<file path="src/hw/cilr_defs.vh">
// Constants of the CAN interrupt line router: offsets, field positions, reset values
`ifndef CILR_DEFS_VH
`define CILR_DEFS_VH

// ****************************************************************
// Widths
// ****************************************************************
`define CILR_NFLAG        30
`define CILR_NLINE        2

// ****************************************************************
// Register byte offsets
// ****************************************************************
`define CILR_OFS_SEL      8'h58
`define CILR_OFS_ENA      8'h5C
`define CILR_OFS_LST      8'h60
`define CILR_OFS_EVT      8'h64
`define CILR_OFS_MSK      8'h68
`define CILR_OFS_PND0     8'h6C
`define CILR_OFS_PND1     8'h70

// ****************************************************************
// Reset values
// ****************************************************************
`define CILR_RST_SEL      30'h00000000
`define CILR_RST_ENA      2'h0
`define CILR_RST_EVT      2'h0
`define CILR_RST_MSK      2'h0
`define CILR_RD_ZERO      32'h00000000

// ****************************************************************
// Line enable, event and mask bit positions
// ****************************************************************
`define CILR_LINE_ZERO    0
`define CILR_LINE_ONE     1

// ****************************************************************
// Line select field groups, high and low bit
// ****************************************************************
`define CILR_G_PROT_HI    29
`define CILR_G_PROT_LO    27
`define CILR_G_STATE_HI   26
`define CILR_G_STATE_LO   22
`define CILR_G_MEM_HI     21
`define CILR_G_MEM_LO     16
`define CILR_G_TXEVT_HI   15
`define CILR_G_TXEVT_LO   12
`define CILR_G_TXQ_HI     11
`define CILR_G_TXQ_LO     9
`define CILR_G_HPRIO      8
`define CILR_G_RXQ1_HI    7
`define CILR_G_RXQ1_LO    4
`define CILR_G_RXQ0_HI    3
`define CILR_G_RXQ0_LO    0

`endif

</file>
<file path="src/hw/cilr_route.v">
// Per-flag steering of enabled interrupt flags onto the two line candidates
`timescale 1ns/1ps
`include "cilr_defs.vh"

module cilr_route (
  input  wire [29:0] flag,
  input  wire [29:0] flag_en,
  input  wire [29:0] line_sel,
  output wire [29:0] pend_zero,
  output wire [29:0] pend_one
);

  genvar i;

  generate
    for (i = 0; i < `CILR_NFLAG; i = i + 1) begin : g_flag
      wire act;
      assign act          = flag[i] & flag_en[i];    // RL13
      assign pend_zero[i] = act & ~line_sel[i];      // RL1
      assign pend_one[i]  = act & line_sel[i];       // RL1
    end
  endgenerate

endmodule // cilr_route

</file>
<file path="src/hw/cilr_top.v">
// CAN interrupt line router with Wishbone register slave and event interrupt
//
// The implementer's own choice: the Wishbone register port.
`timescale 1ns/1ps
`include "cilr_defs.vh"

// How it works
// RL1: Select bit 0 routes line zero, 1 line one
// RL2: Routed source asserts only an enabled line
// RL3: Enable bit 0 gates line zero
// RL4: Enable bit 1 gates line one independently
// RL5: Bits 29-27 steer reserved access, protocol errors
// RL6: Bits 26-22 steer watchdog, bus states, overflow
// RL7: Bits 21-16 steer bit errors, buffer, timeout
// RL8: Bits 15-12 steer transmit event queue events
// RL9: Bits 11-9 steer queue empty, cancel, done
// RL10: Bit 8 steers high priority reception
// RL11: Bits 7-4 steer receive queue one events
// RL12: Bits 3-0 steer receive queue zero events
// RL13: Flag counts only with its enable bit
// RL14: Line is gated OR; reserved reads zero
// RL15: Reset clears selects and both enables
module cilr_top (
  input  wire        REF_CLK,
  input  wire        RST,
  input  wire        CE,
  input  wire        WB_CYC_I,
  input  wire        WB_STB_I,
  input  wire        WB_WE_I,
  input  wire [7:0]  WB_ADR_I,
  input  wire [3:0]  WB_SEL_I,
  input  wire [31:0] WB_DAT_I,
  output wire [31:0] WB_DAT_O,
  output wire        WB_ACK_O,
  input  wire [29:0] FLAG_I,
  input  wire [29:0] FLAG_EN_I,
  output wire        IRQ_OUT_ZERO,
  output wire        IRQ_OUT_ONE,
  output wire        IRQ_EVT
);

  // ****************************************************************
  // Declarations
  // ****************************************************************
  reg  [29:0] sel_q;
  reg  [29:0] sel_d;
  reg  [1:0]  ena_q;
  reg  [1:0]  ena_d;
  reg  [1:0]  evt_q;
  reg  [1:0]  evt_d;
  reg  [1:0]  msk_q;
  reg  [1:0]  msk_d;
  reg         ack_q;
  reg         ack_d;
  reg  [31:0] rdat_q;
  reg  [31:0] rdat_d;
  reg         line_zero_q;
  reg         line_one_q;
  reg         irq_q;
  wire        line_zero_d;
  wire        line_one_d;
  wire [29:0] pend_zero;
  wire [29:0] pend_one;
  wire        any_zero;
  wire        any_one;
  wire        line_zero_gate;
  wire        line_one_gate;
  wire        req;
  wire        wr_fire;
  wire [7:0]  adr_word;
  wire        hit_sel;
  wire        hit_ena;
  wire        hit_lst;
  wire        hit_evt;
  wire        hit_msk;
  wire        hit_pnd0;
  wire        hit_pnd1;
  wire [31:0] sel_merged;
  wire [1:0]  evt_set;
  wire [1:0]  evt_clr;
  wire [29:0] line_sel;
  wire        sel_reserved_access;
  wire        sel_data_phase_err;
  wire        sel_arb_phase_err;
  wire        sel_ram_watchdog;
  wire        sel_bus_off;
  wire        sel_warning_state;
  wire        sel_error_passive;
  wire        sel_errlog_overflow;
  wire        sel_uncorrected_err;
  wire        sel_corrected_err;
  wire        sel_dedicated_rx_store;
  wire        sel_timeout;
  wire        sel_ram_access_fail;
  wire        sel_timestamp_wrap;
  wire        sel_txevt_lost;
  wire        sel_txevt_full;
  wire        sel_txevt_watermark;
  wire        sel_txevt_new;
  wire        sel_tx_queue_empty;
  wire        sel_cancel_done;
  wire        sel_tx_done;
  wire        sel_high_prio_rx;
  wire        sel_rxq1_lost;
  wire        sel_rxq1_full;
  wire        sel_rxq1_watermark;
  wire        sel_rxq1_new;
  wire        sel_rxq0_lost;
  wire        sel_rxq0_full;
  wire        sel_rxq0_watermark;
  wire        sel_rxq0_new;

  // ****************************************************************
  // Byte lane merge
  // ****************************************************************
  function [31:0] lane_merge;
    input [31:0] old_val;
    input [31:0] new_val;
    input [3:0]  lanes;
    integer      k;
    begin
      lane_merge = old_val;
      for (k = 0; k < 4; k = k + 1) begin
        if (lanes[k]) begin
          lane_merge[8*k +: 8] = new_val[8*k +: 8];
        end
      end
    end
  endfunction

  // ****************************************************************
  // Bus decode
  // ****************************************************************
  assign req      = WB_CYC_I & WB_STB_I;
  assign adr_word = {WB_ADR_I[7:2], 2'b00};
  assign hit_sel  = (adr_word == `CILR_OFS_SEL);
  assign hit_ena  = (adr_word == `CILR_OFS_ENA);
  assign hit_lst  = (adr_word == `CILR_OFS_LST);
  assign hit_evt  = (adr_word == `CILR_OFS_EVT);
  assign hit_msk  = (adr_word == `CILR_OFS_MSK);
  assign hit_pnd0 = (adr_word == `CILR_OFS_PND0);
  assign hit_pnd1 = (adr_word == `CILR_OFS_PND1);

  // Write lands on the edge at which the master sees ack
  assign wr_fire  = ack_q & req & WB_WE_I;

  // Ack one cycle after the request, dropped in the cycle after
  always @* begin
    ack_d = req & ~ack_q;
  end

  assign WB_ACK_O = ack_q;
  assign WB_DAT_O = rdat_q;

  // ****************************************************************
  // Line select fields
  // ****************************************************************
  assign {sel_reserved_access,
          sel_data_phase_err,
          sel_arb_phase_err} = sel_q[`CILR_G_PROT_HI:`CILR_G_PROT_LO];         // RL5
  assign {sel_ram_watchdog,
          sel_bus_off,
          sel_warning_state,
          sel_error_passive,
          sel_errlog_overflow} = sel_q[`CILR_G_STATE_HI:`CILR_G_STATE_LO];     // RL6
  assign {sel_uncorrected_err,
          sel_corrected_err,
          sel_dedicated_rx_store,
          sel_timeout,
          sel_ram_access_fail,
          sel_timestamp_wrap} = sel_q[`CILR_G_MEM_HI:`CILR_G_MEM_LO];          // RL7
  assign {sel_txevt_lost,
          sel_txevt_full,
          sel_txevt_watermark,
          sel_txevt_new} = sel_q[`CILR_G_TXEVT_HI:`CILR_G_TXEVT_LO];           // RL8
  assign {sel_tx_queue_empty,
          sel_cancel_done,
          sel_tx_done} = sel_q[`CILR_G_TXQ_HI:`CILR_G_TXQ_LO];                 // RL9
  assign sel_high_prio_rx = sel_q[`CILR_G_HPRIO];                              // RL10
  assign {sel_rxq1_lost,
          sel_rxq1_full,
          sel_rxq1_watermark,
          sel_rxq1_new} = sel_q[`CILR_G_RXQ1_HI:`CILR_G_RXQ1_LO];              // RL11
  assign {sel_rxq0_lost,
          sel_rxq0_full,
          sel_rxq0_watermark,
          sel_rxq0_new} = sel_q[`CILR_G_RXQ0_HI:`CILR_G_RXQ0_LO];              // RL12

  assign line_sel = {sel_reserved_access, sel_data_phase_err, sel_arb_phase_err,
                     sel_ram_watchdog, sel_bus_off, sel_warning_state, sel_error_passive,
                     sel_errlog_overflow, sel_uncorrected_err, sel_corrected_err,
                     sel_dedicated_rx_store, sel_timeout, sel_ram_access_fail,
                     sel_timestamp_wrap, sel_txevt_lost, sel_txevt_full, sel_txevt_watermark,
                     sel_txevt_new, sel_tx_queue_empty, sel_cancel_done, sel_tx_done,
                     sel_high_prio_rx, sel_rxq1_lost, sel_rxq1_full, sel_rxq1_watermark,
                     sel_rxq1_new, sel_rxq0_lost, sel_rxq0_full, sel_rxq0_watermark,
                     sel_rxq0_new};

  // ****************************************************************
  // Steering of the flags
  // ****************************************************************
  cilr_route u_route (
    .flag      (FLAG_I),
    .flag_en   (FLAG_EN_I),
    .line_sel  (line_sel),
    .pend_zero (pend_zero),
    .pend_one  (pend_one)
  );

  assign any_zero       = |pend_zero;                       // RL14
  assign any_one        = |pend_one;                        // RL14
  assign line_zero_gate = ena_q[`CILR_LINE_ZERO];           // RL3
  assign line_one_gate  = ena_q[`CILR_LINE_ONE];            // RL4
  assign line_zero_d    = any_zero & line_zero_gate;        // RL2
  assign line_one_d     = any_one & line_one_gate;          // RL2

  assign IRQ_OUT_ZERO = line_zero_q;
  assign IRQ_OUT_ONE  = line_one_q;

  // ****************************************************************
  // Line select register
  // ****************************************************************
  assign sel_merged = lane_merge({2'b00, sel_q}, WB_DAT_I, WB_SEL_I);

  always @* begin
    sel_d = sel_q;
    if (wr_fire && hit_sel) begin
      sel_d[`CILR_G_PROT_HI:`CILR_G_PROT_LO] =
        sel_merged[`CILR_G_PROT_HI:`CILR_G_PROT_LO];     // RL5
      sel_d[`CILR_G_STATE_HI:`CILR_G_STATE_LO] =
        sel_merged[`CILR_G_STATE_HI:`CILR_G_STATE_LO];   // RL6
      sel_d[`CILR_G_MEM_HI:`CILR_G_MEM_LO] =
        sel_merged[`CILR_G_MEM_HI:`CILR_G_MEM_LO];       // RL7
      sel_d[`CILR_G_TXEVT_HI:`CILR_G_TXEVT_LO] =
        sel_merged[`CILR_G_TXEVT_HI:`CILR_G_TXEVT_LO];   // RL8
      sel_d[`CILR_G_TXQ_HI:`CILR_G_TXQ_LO] =
        sel_merged[`CILR_G_TXQ_HI:`CILR_G_TXQ_LO];       // RL9
      sel_d[`CILR_G_HPRIO] =
        sel_merged[`CILR_G_HPRIO];                       // RL10
      sel_d[`CILR_G_RXQ1_HI:`CILR_G_RXQ1_LO] =
        sel_merged[`CILR_G_RXQ1_HI:`CILR_G_RXQ1_LO];     // RL11
      sel_d[`CILR_G_RXQ0_HI:`CILR_G_RXQ0_LO] =
        sel_merged[`CILR_G_RXQ0_HI:`CILR_G_RXQ0_LO];     // RL12
    end
  end

  // ****************************************************************
  // Line enable register
  // ****************************************************************
  always @* begin
    ena_d = ena_q;
    if (wr_fire && hit_ena && WB_SEL_I[0]) begin
      ena_d[`CILR_LINE_ZERO] = WB_DAT_I[`CILR_LINE_ZERO];   // RL3
      ena_d[`CILR_LINE_ONE]  = WB_DAT_I[`CILR_LINE_ONE];    // RL4
    end
  end

  // ****************************************************************
  // Line events, sticky status and mask
  // ****************************************************************
  // A line rising is one event; a set in the clearing cycle wins
  assign evt_set = {line_one_d & ~line_one_q, line_zero_d & ~line_zero_q};
  assign evt_clr = (wr_fire && hit_evt && WB_SEL_I[0]) ? WB_DAT_I[1:0] : 2'b00;

  always @* begin
    evt_d = (evt_q & ~evt_clr) | evt_set;
  end

  always @* begin
    msk_d = msk_q;
    if (wr_fire && hit_msk && WB_SEL_I[0]) begin
      msk_d = WB_DAT_I[1:0];
    end
  end

  assign IRQ_EVT = irq_q;

  // ****************************************************************
  // Read data
  // ****************************************************************
  // Reserved and unmapped bits read as zero
  always @* begin
    rdat_d = `CILR_RD_ZERO;                                           // RL14
    case (1'b1)
      hit_sel: begin
        rdat_d = {2'b00, sel_q};
      end
      hit_ena: begin
        rdat_d = {30'h00000000, ena_q};
      end
      hit_lst: begin
        rdat_d = {28'h0000000, any_one, any_zero, line_one_q, line_zero_q};
      end
      hit_evt: begin
        rdat_d = {30'h00000000, evt_q};
      end
      hit_msk: begin
        rdat_d = {30'h00000000, msk_q};
      end
      hit_pnd0: begin
        rdat_d = {2'b00, pend_zero};
      end
      hit_pnd1: begin
        rdat_d = {2'b00, pend_one};
      end
      default: begin
        rdat_d = `CILR_RD_ZERO;
      end
    endcase
  end

  // ****************************************************************
  // Bus state
  // ****************************************************************
  always @(posedge REF_CLK) begin
    if (RST) begin
      ack_q  <= 1'b0;
      rdat_q <= `CILR_RD_ZERO;
    end else if (CE) begin
      ack_q <= ack_d;
      if (ack_d) begin
        rdat_q <= rdat_d;
      end
    end
  end

  // ****************************************************************
  // Register state
  // ****************************************************************
  always @(posedge REF_CLK) begin
    if (RST) begin
      sel_q <= `CILR_RST_SEL;   // RL15
      ena_q <= `CILR_RST_ENA;   // RL15
      evt_q <= `CILR_RST_EVT;
      msk_q <= `CILR_RST_MSK;
    end else if (CE) begin
      sel_q <= sel_d;
      ena_q <= ena_d;
      evt_q <= evt_d;
      msk_q <= msk_d;
    end
  end

  // ****************************************************************
  // Output lines
  // ****************************************************************
  always @(posedge REF_CLK) begin
    if (RST) begin
      line_zero_q <= 1'b0;
      line_one_q  <= 1'b0;
      irq_q       <= 1'b0;
    end else if (CE) begin
      line_zero_q <= line_zero_d;   // RL14
      line_one_q  <= line_one_d;    // RL14
      irq_q       <= |(evt_d & msk_d);
    end
  end

endmodule // cilr_top

</file>
<file path="config.mk">
export PLATFORM = sky130hd
export DESIGN_NAME = cilr_top
export DESIGN_NICKNAME = d
export VERILOG_FILES = /design/src/hw/cilr_route.v /design/src/hw/cilr_top.v
export VERILOG_INCLUDE_DIRS = /design/src /design/src/hw
export SDC_FILE = /design/constraint.sdc
export NUM_CORES = 1
export LEC_CHECK = 0
export BUFFER_PORTS_ARGS = -buffer_cell sky130_fd_sc_hd__buf_2
export CAP_MARGIN = 20
export CORE_MARGIN = 2
export CORE_UTILIZATION = 45
export CTS_CLUSTER_SIZE = 16
export DETAILED_ROUTE_END_ITERATION = 6
export HOLD_SLACK_MARGIN = 0.15
export PLACE_DENSITY = 0.75
export SYNTH_ARGS = -nofsm -noshare
export SYNTH_HDL_FRONTEND = slang
export SYNTH_SLANG_ARGS = --single-unit
export TNS_END_PERCENT = 20
</file>
<file path="constraint.sdc">
create_clock -name REF_CLK -period 1.6 [get_ports REF_CLK]
set_input_delay 0.08 -clock REF_CLK [delete_from_list [all_inputs] [get_ports REF_CLK]]
set_output_delay 0.08 -clock REF_CLK [all_outputs]
set_load 0.01 [all_outputs]
</file>
# Word-level counts from Yosys, hierarchy flattened
# Index checks and enable logic that the tools add are counted.
totals:
  in_bits: 110
  ram_bits: 0
  ff_bits: 72
  mem_bits_ro: 0
  memories: 0
  latch_bits: 0
classes:
  shift: 0
  n_mul: 0
  reduce_logical: 16
  magnitude_cmp: 0
  eq_ne: 7
  div_mod_pow: 0
  mux: 9
  n_addsub: 0
  n_bitwise: 135
ops:
  columns: ["op", "n"]
  rows:
  - ["two-way mux 30 bit", 7]
  - ["bitwise AND 1 bit", 98]
  - ["OR reduction 30 bit", 2]
  - ["== test 6 x 5 -> 1 bit, second input constant", 7]
  - ["NOT 1 bit", 33]
  - ["AND reduction 3 bit", 4]
  - ["logical AND 1 bit", 7]
  - ["bitwise AND 2 bit", 2]
  - ["two-way mux 2 bit", 2]
  - ["AND reduction 2 bit", 2]
  - ["NOT 2 bit", 1]
  - ["OR 2 bit", 1]
  - ["OR reduction 2 bit", 1]

# Longest topological paths before layout
depth:
  ltp_word: 11
  ltp_mapped: 7
  mapped_depth_nobuf: 6

# Modules after synthesis
# A second synthesis with hierarchy kept.
unflattened:
  cells_unflattened: 415
  hier_area_um2: 3739.8
by_module_without_submodules:
  columns: ["module", "instances", "area_each_um2", "cells_per_inst"]
  rows:
  - ["cilr_top", 1, 3251.9, 355]
  - ["cilr_route", 1, 488.0, 60]

# Worst setup path after synthesis
# Ideal clock, no wire load.
synth_timing:
  path_type: "reg2reg"
  startpoint: "register ack_q, in the netlist WB_ACK_O"
  endpoint: "register irq_q, in the netlist IRQ_EVT"
  period_less_slack_ns: 1.596
  path_stages_with_launch: 7
  path_slack_ns: 0.004
  arrival_time_ns: 1.462
  t_required_ns: 1.466
  path_cell_list: "dfxtp_1 > and4_1 > nand2_1 > nor2_4 > mux2_1 > a41oi_1 > a31oi_1"
synth_between:
  elab_chain_cells: 10
synth_rtl:
  columns: ["element", "line_no", "text"]
  rows:
  - ["start, declared", "cilr_top.v:53", "reg ack_q;"]
  - ["start signal, assigned", "cilr_top.v:320", "ack_q <= ack_d;"]
  - ["bitwise AND 1 bit * (2 in series)", "cilr_top.v:145", "assign wr_fire = ack_q & req & WB_WE_I;"]
  - ["logical AND 1 bit (2 in series)", "cilr_top.v:263", "assign evt_clr = (wr_fire && hit_evt && WB_SEL_I[0]) ? WB_DAT_I[1:0] : 2'b00;"]
  - ["two-way mux 2 bit", "cilr_top.v:263", null]
  - ["NOT 2 bit", "cilr_top.v:266", "evt_d = (evt_q & ~evt_clr) | evt_set;"]
  - ["bitwise AND 2 bit", "cilr_top.v:266", null]
  - ["OR 2 bit", "cilr_top.v:266", null]
  - ["bitwise AND 2 bit *", "cilr_top.v:355", "irq_q <= |(evt_d & msk_d);"]
  - ["OR reduction 2 bit *", "cilr_top.v:355", null]
  - ["end signal, assigned", "cilr_top.v:355", null]
  - ["end, declared", "cilr_top.v:59", "reg irq_q;"]
# Mark *: on every way between the ends. The rest lies on a longest branch, timed or not.
# A chain may end at the register's enable or synchronous reset.

# Final worst setup path
layout_timing:
  startpoint: "register sel_q[18], in the netlist line_sel[18]"
  endpoint: "register rdat_q[2], in the netlist WB_DAT_O[2]"
layout_between:
  elab_chain_cells: 6
layout_rtl:
  columns: ["element", "line_no", "text"]
  rows:
  - ["start, declared", "cilr_top.v:45", "reg [29:0] sel_q;"]
  - ["start signal, assigned", "cilr_top.v:332", "sel_q <= `CILR_RST_SEL;"]
  - ["start signal, assigned", "cilr_top.v:337", "sel_q <= sel_d;"]
  - ["NOT 1 bit", "cilr_route.v:19", "assign pend_zero[i] = act & ~line_sel[i];"]
  - ["bitwise AND 1 bit", "cilr_route.v:19", null]
  - ["OR reduction 30 bit", "cilr_top.v:210", "assign any_zero = |pend_zero;"]
  - ["two-way mux 30 bit (3 in series)", "cilr_top.v:284", "case (1'b1)"]
  - ["end signal, assigned", "cilr_top.v:318", "rdat_q <= `CILR_RD_ZERO;"]
  - ["end signal, assigned", "cilr_top.v:322", "rdat_q <= rdat_d;"]
  - ["end, declared", "cilr_top.v:55", "reg [31:0] rdat_q;"]
# No other way between the ends.

==> results_dict.tcl <==
set metrics [dict create \
    status "complete, but fails checks" \
    violations "negative setup slack" \
    crit_chain "nand3b_1, o2111ai_2, nor4_4, nand3_2, a221oi_2, a211oi_1" \
    synthTopCellsByArea "dfxtp_1 (36%), nand3_1 (8.4%), nand2_1 (8.1%)" \
    worstPathRequired_ps 1820 \
    vias 5004 \
    synth.top_cell.area_share 0.364 \
    grt_overflow_total 0 \
    cts_tree "built" \
    avgSynthCellArea_um2 7.28 \
    layout.cells.non_filler 863 \
    fin_area_mm2 0.00581 \
    vdd_drop_max_v 0.000361 \
    worstSetupEndpoint "WB_DAT_O[2]" \
    max_freq_ghz 0.602 \
    syn_inst 529 \
    top_layer "met4" \
    r2r-start "line_sel[18]" \
    min_path_type "in -> reg" \
    viasPerCell 5.80 \
    path_max_fanout 3 \
    setup_viol 3 \
    reg2reg_to "WB_DAT_O[2]" \
    clkLatencyLatePin_ps 350 \
    ff2ff_setup_slack_ps -60 \
    synth_cell_types 51 \
    whs_path_depth 4 \
    power_mw 3.83 \
    synth_edf_count 0 \
    crit_path_start "line_sel[18]" \
    critPathTopFamily "simple AND/OR/NAND/NOR gates" \
    setup_slack_ps -61.6 \
    cts.sinks 70 \
    p_leak_nw 2.40 \
    routedWlPerCell_um 18.4 \
    seq_area_mm2 0.00142 \
    worst-path-stages 6 \
    wl_um 15900 \
    fillers 686 \
    antenna_found_initial 0 \
    track_usage 0.336 \
    synth-seq-area-share 0.364 \
    crit_buf_inv 0 \
    setup-tns-final_ps -157 \
    grt_max_degree 58 \
    maxCapViolCount 0 \
    n_antenna_cell 0 \
    clock_skew_ps 12.9 \
    first_iter_violations 472 \
    rsz0062_at_grt "yes" \
    area_growth_syn_to_layout_pct 50.8 \
    postLayoutCoreUtil 0.703 \
    ys_dominant_reg_cell "dfxtp_1" \
    cts_root_buf "clkbuf_8" \
    dieArea_mm2 0.00931 \
    initial_utilization 0.466 \
    worstSetupPathType "reg -> reg" \
    wl_met2_um 7330 \
    power_density_mw_per_mm2 659 \
    reg2reg_depth 6 \
    multi_input_area_mm2 0.00243 \
    ios 146 \
    ys_ff_latch 70 \
    cpPeakStageDelay_ps 370 \
    clkTransAtPathRegs_ps 90 \
    die_y_um 96.5 \
    crit_path_end_kind "flip-flop" \
    row_count 33 \
    cts_made_buffers 9 \
    wl_met1_um 6510 \
    netlist_area_mm2 0.00385 \
    dpl.hpwl_um 11500 \
    finalHoldViolCount 0 \
    ant_nets 0 \
    cp-start-kind "flip-flop" \
    yosys_warnings 0 \
    cpMaxStageDelayCell "nor4_4" \
    yosysTopAreaCell "dfxtp_1" \
    dieWidth_um 96.5 \
    final_nets 863 \
    portBuffers 139 \
    drive_above_1_share 0.364 \
    drv_slew 0 \
    placed_cells 807 \
    fin_crit_ps 1660 \
    drt_pass1_iterations 6 \
    placed_cell_area_mm2 0.00509 \
    cts_buffer_depth 2 \
    min_period_over_period 1.04 \
    core_mm2 0.00826 \
    grt_pass1_vias 4486 \
    wl_met3_um 1770 \
    synthArstFlopShare 0 \
    hold_slack_ps 182 \
    gp_congestion 0.995 \
    drcViolationCount 0 \
    cp.arrival_ps 1880 \
    h-tree-depth 3 \
    synth.most_common_cell "nand2_1" \
    post-place-ws_ps -160 \
    grt_pass1_wl_um 23100 \
    ys_top_cells_by_count "nand2_1 (83), dfxtp_1 (70), nand3_1 (65)" \
]
==> repair_timing <==
action	in CTS	in global routing
gates cloned	0	0
endpoints found under the hold margin	37	2
endpoints found under the setup margin	8	16
buffers inserted	2	3
gates resized for setup	14	22
hold buffers	34	1
pin swaps	4	11
==> power breakdown <==
group	internal, mW	total, mW	switching, mW
combinational	0.293	0.628	0.334
sequential	1.78	1.80	0.0215
clock	0.595	1.40	0.804
==> flip-flops by register name, indices dropped and copies added, names as in the netlist <==
register,flops
WB_DAT_O,30
WB_ACK_O,1
IRQ_OUT_ONE,1
IRQ_EVT,1
line_sel,30
ena_q,2
evt_q,2
IRQ_OUT_ZERO,1
msk_q,2
==> cell families after synthesis <==
logic type,synth area share
DFF,0.364
buffers and inverters,0.0422
muxes,0.0110
and+or+nand+nor,0.333
AOI/OAI and AO/OA,0.249
other,0.000974
==> worst register-to-register path, stage by stage, from the launching register on <==
cell and delay, ps:
dfxtp_2 340, nand3b_1 170, o2111ai_2 170, nor4_4 370
nand3_2 130, a221oi_2 260, a211oi_1 100
==> per-layer routing <==
metal | global-route usage | vias to the layer above
met4 | 0.0857 | 0
met5 | 0 | -
met1 | 0.462 | 2295
met3 | 0.0807 | 31
met2 | 0.531 | 306
li1 | - | 2372
==> placed cells by master, fill, tap and decap left out, types with 6 or more instances in the layout <==
master | netlist | final
buf_2 | 5 | 139
nand2_1 | 83 | 79
buf_4 | 5 | 66
nand3_1 | 65 | 60
nor2_1 | 61 | 60
dfxtp_1 | 70 | 59
a21oi_1 | 54 | 53
dlygate4sd3_1 | 0 | 35
o21ai_0 | 31 | 31
a211oi_1 | 28 | 27
nand3b_1 | 12 | 12
dfxtp_2 | 0 | 11
nor3_1 | 10 | 10
a22oi_1 | 9 | 9
clkbuf_8 | 0 | 9
nand4_1 | 7 | 7
o22ai_1 | 8 | 6
a211oi_2 | 5 | 6
o21ai_1 | 6 | 6
==> worst min path at each step <==
stage	from	to	slack, ps
after floorplan	WB_DAT_I[0]	ena_q[0]	220
after global placement	WB_DAT_I[2]	line_sel[2]	330
after detailed placement	WB_DAT_I[2]	line_sel[2]	340
after CTS	RST	WB_DAT_O[0]	80
after global routing	WB_SEL_I[0]	line_sel[2]	210
final	WB_SEL_I[0]	line_sel[2]	180
==> final cells by class <==
type	instances	area share
Clock buffer	9	0.0213
Clock inverter	7	0.0108
Sequential cell	70	0.244
Timing Repair Buffer	245	0.283
Inverter	1	0.000646
Multi-Input combinational cell	426	0.418
Tap cell	105	0.0226
(Power assumes the default switching activity.)
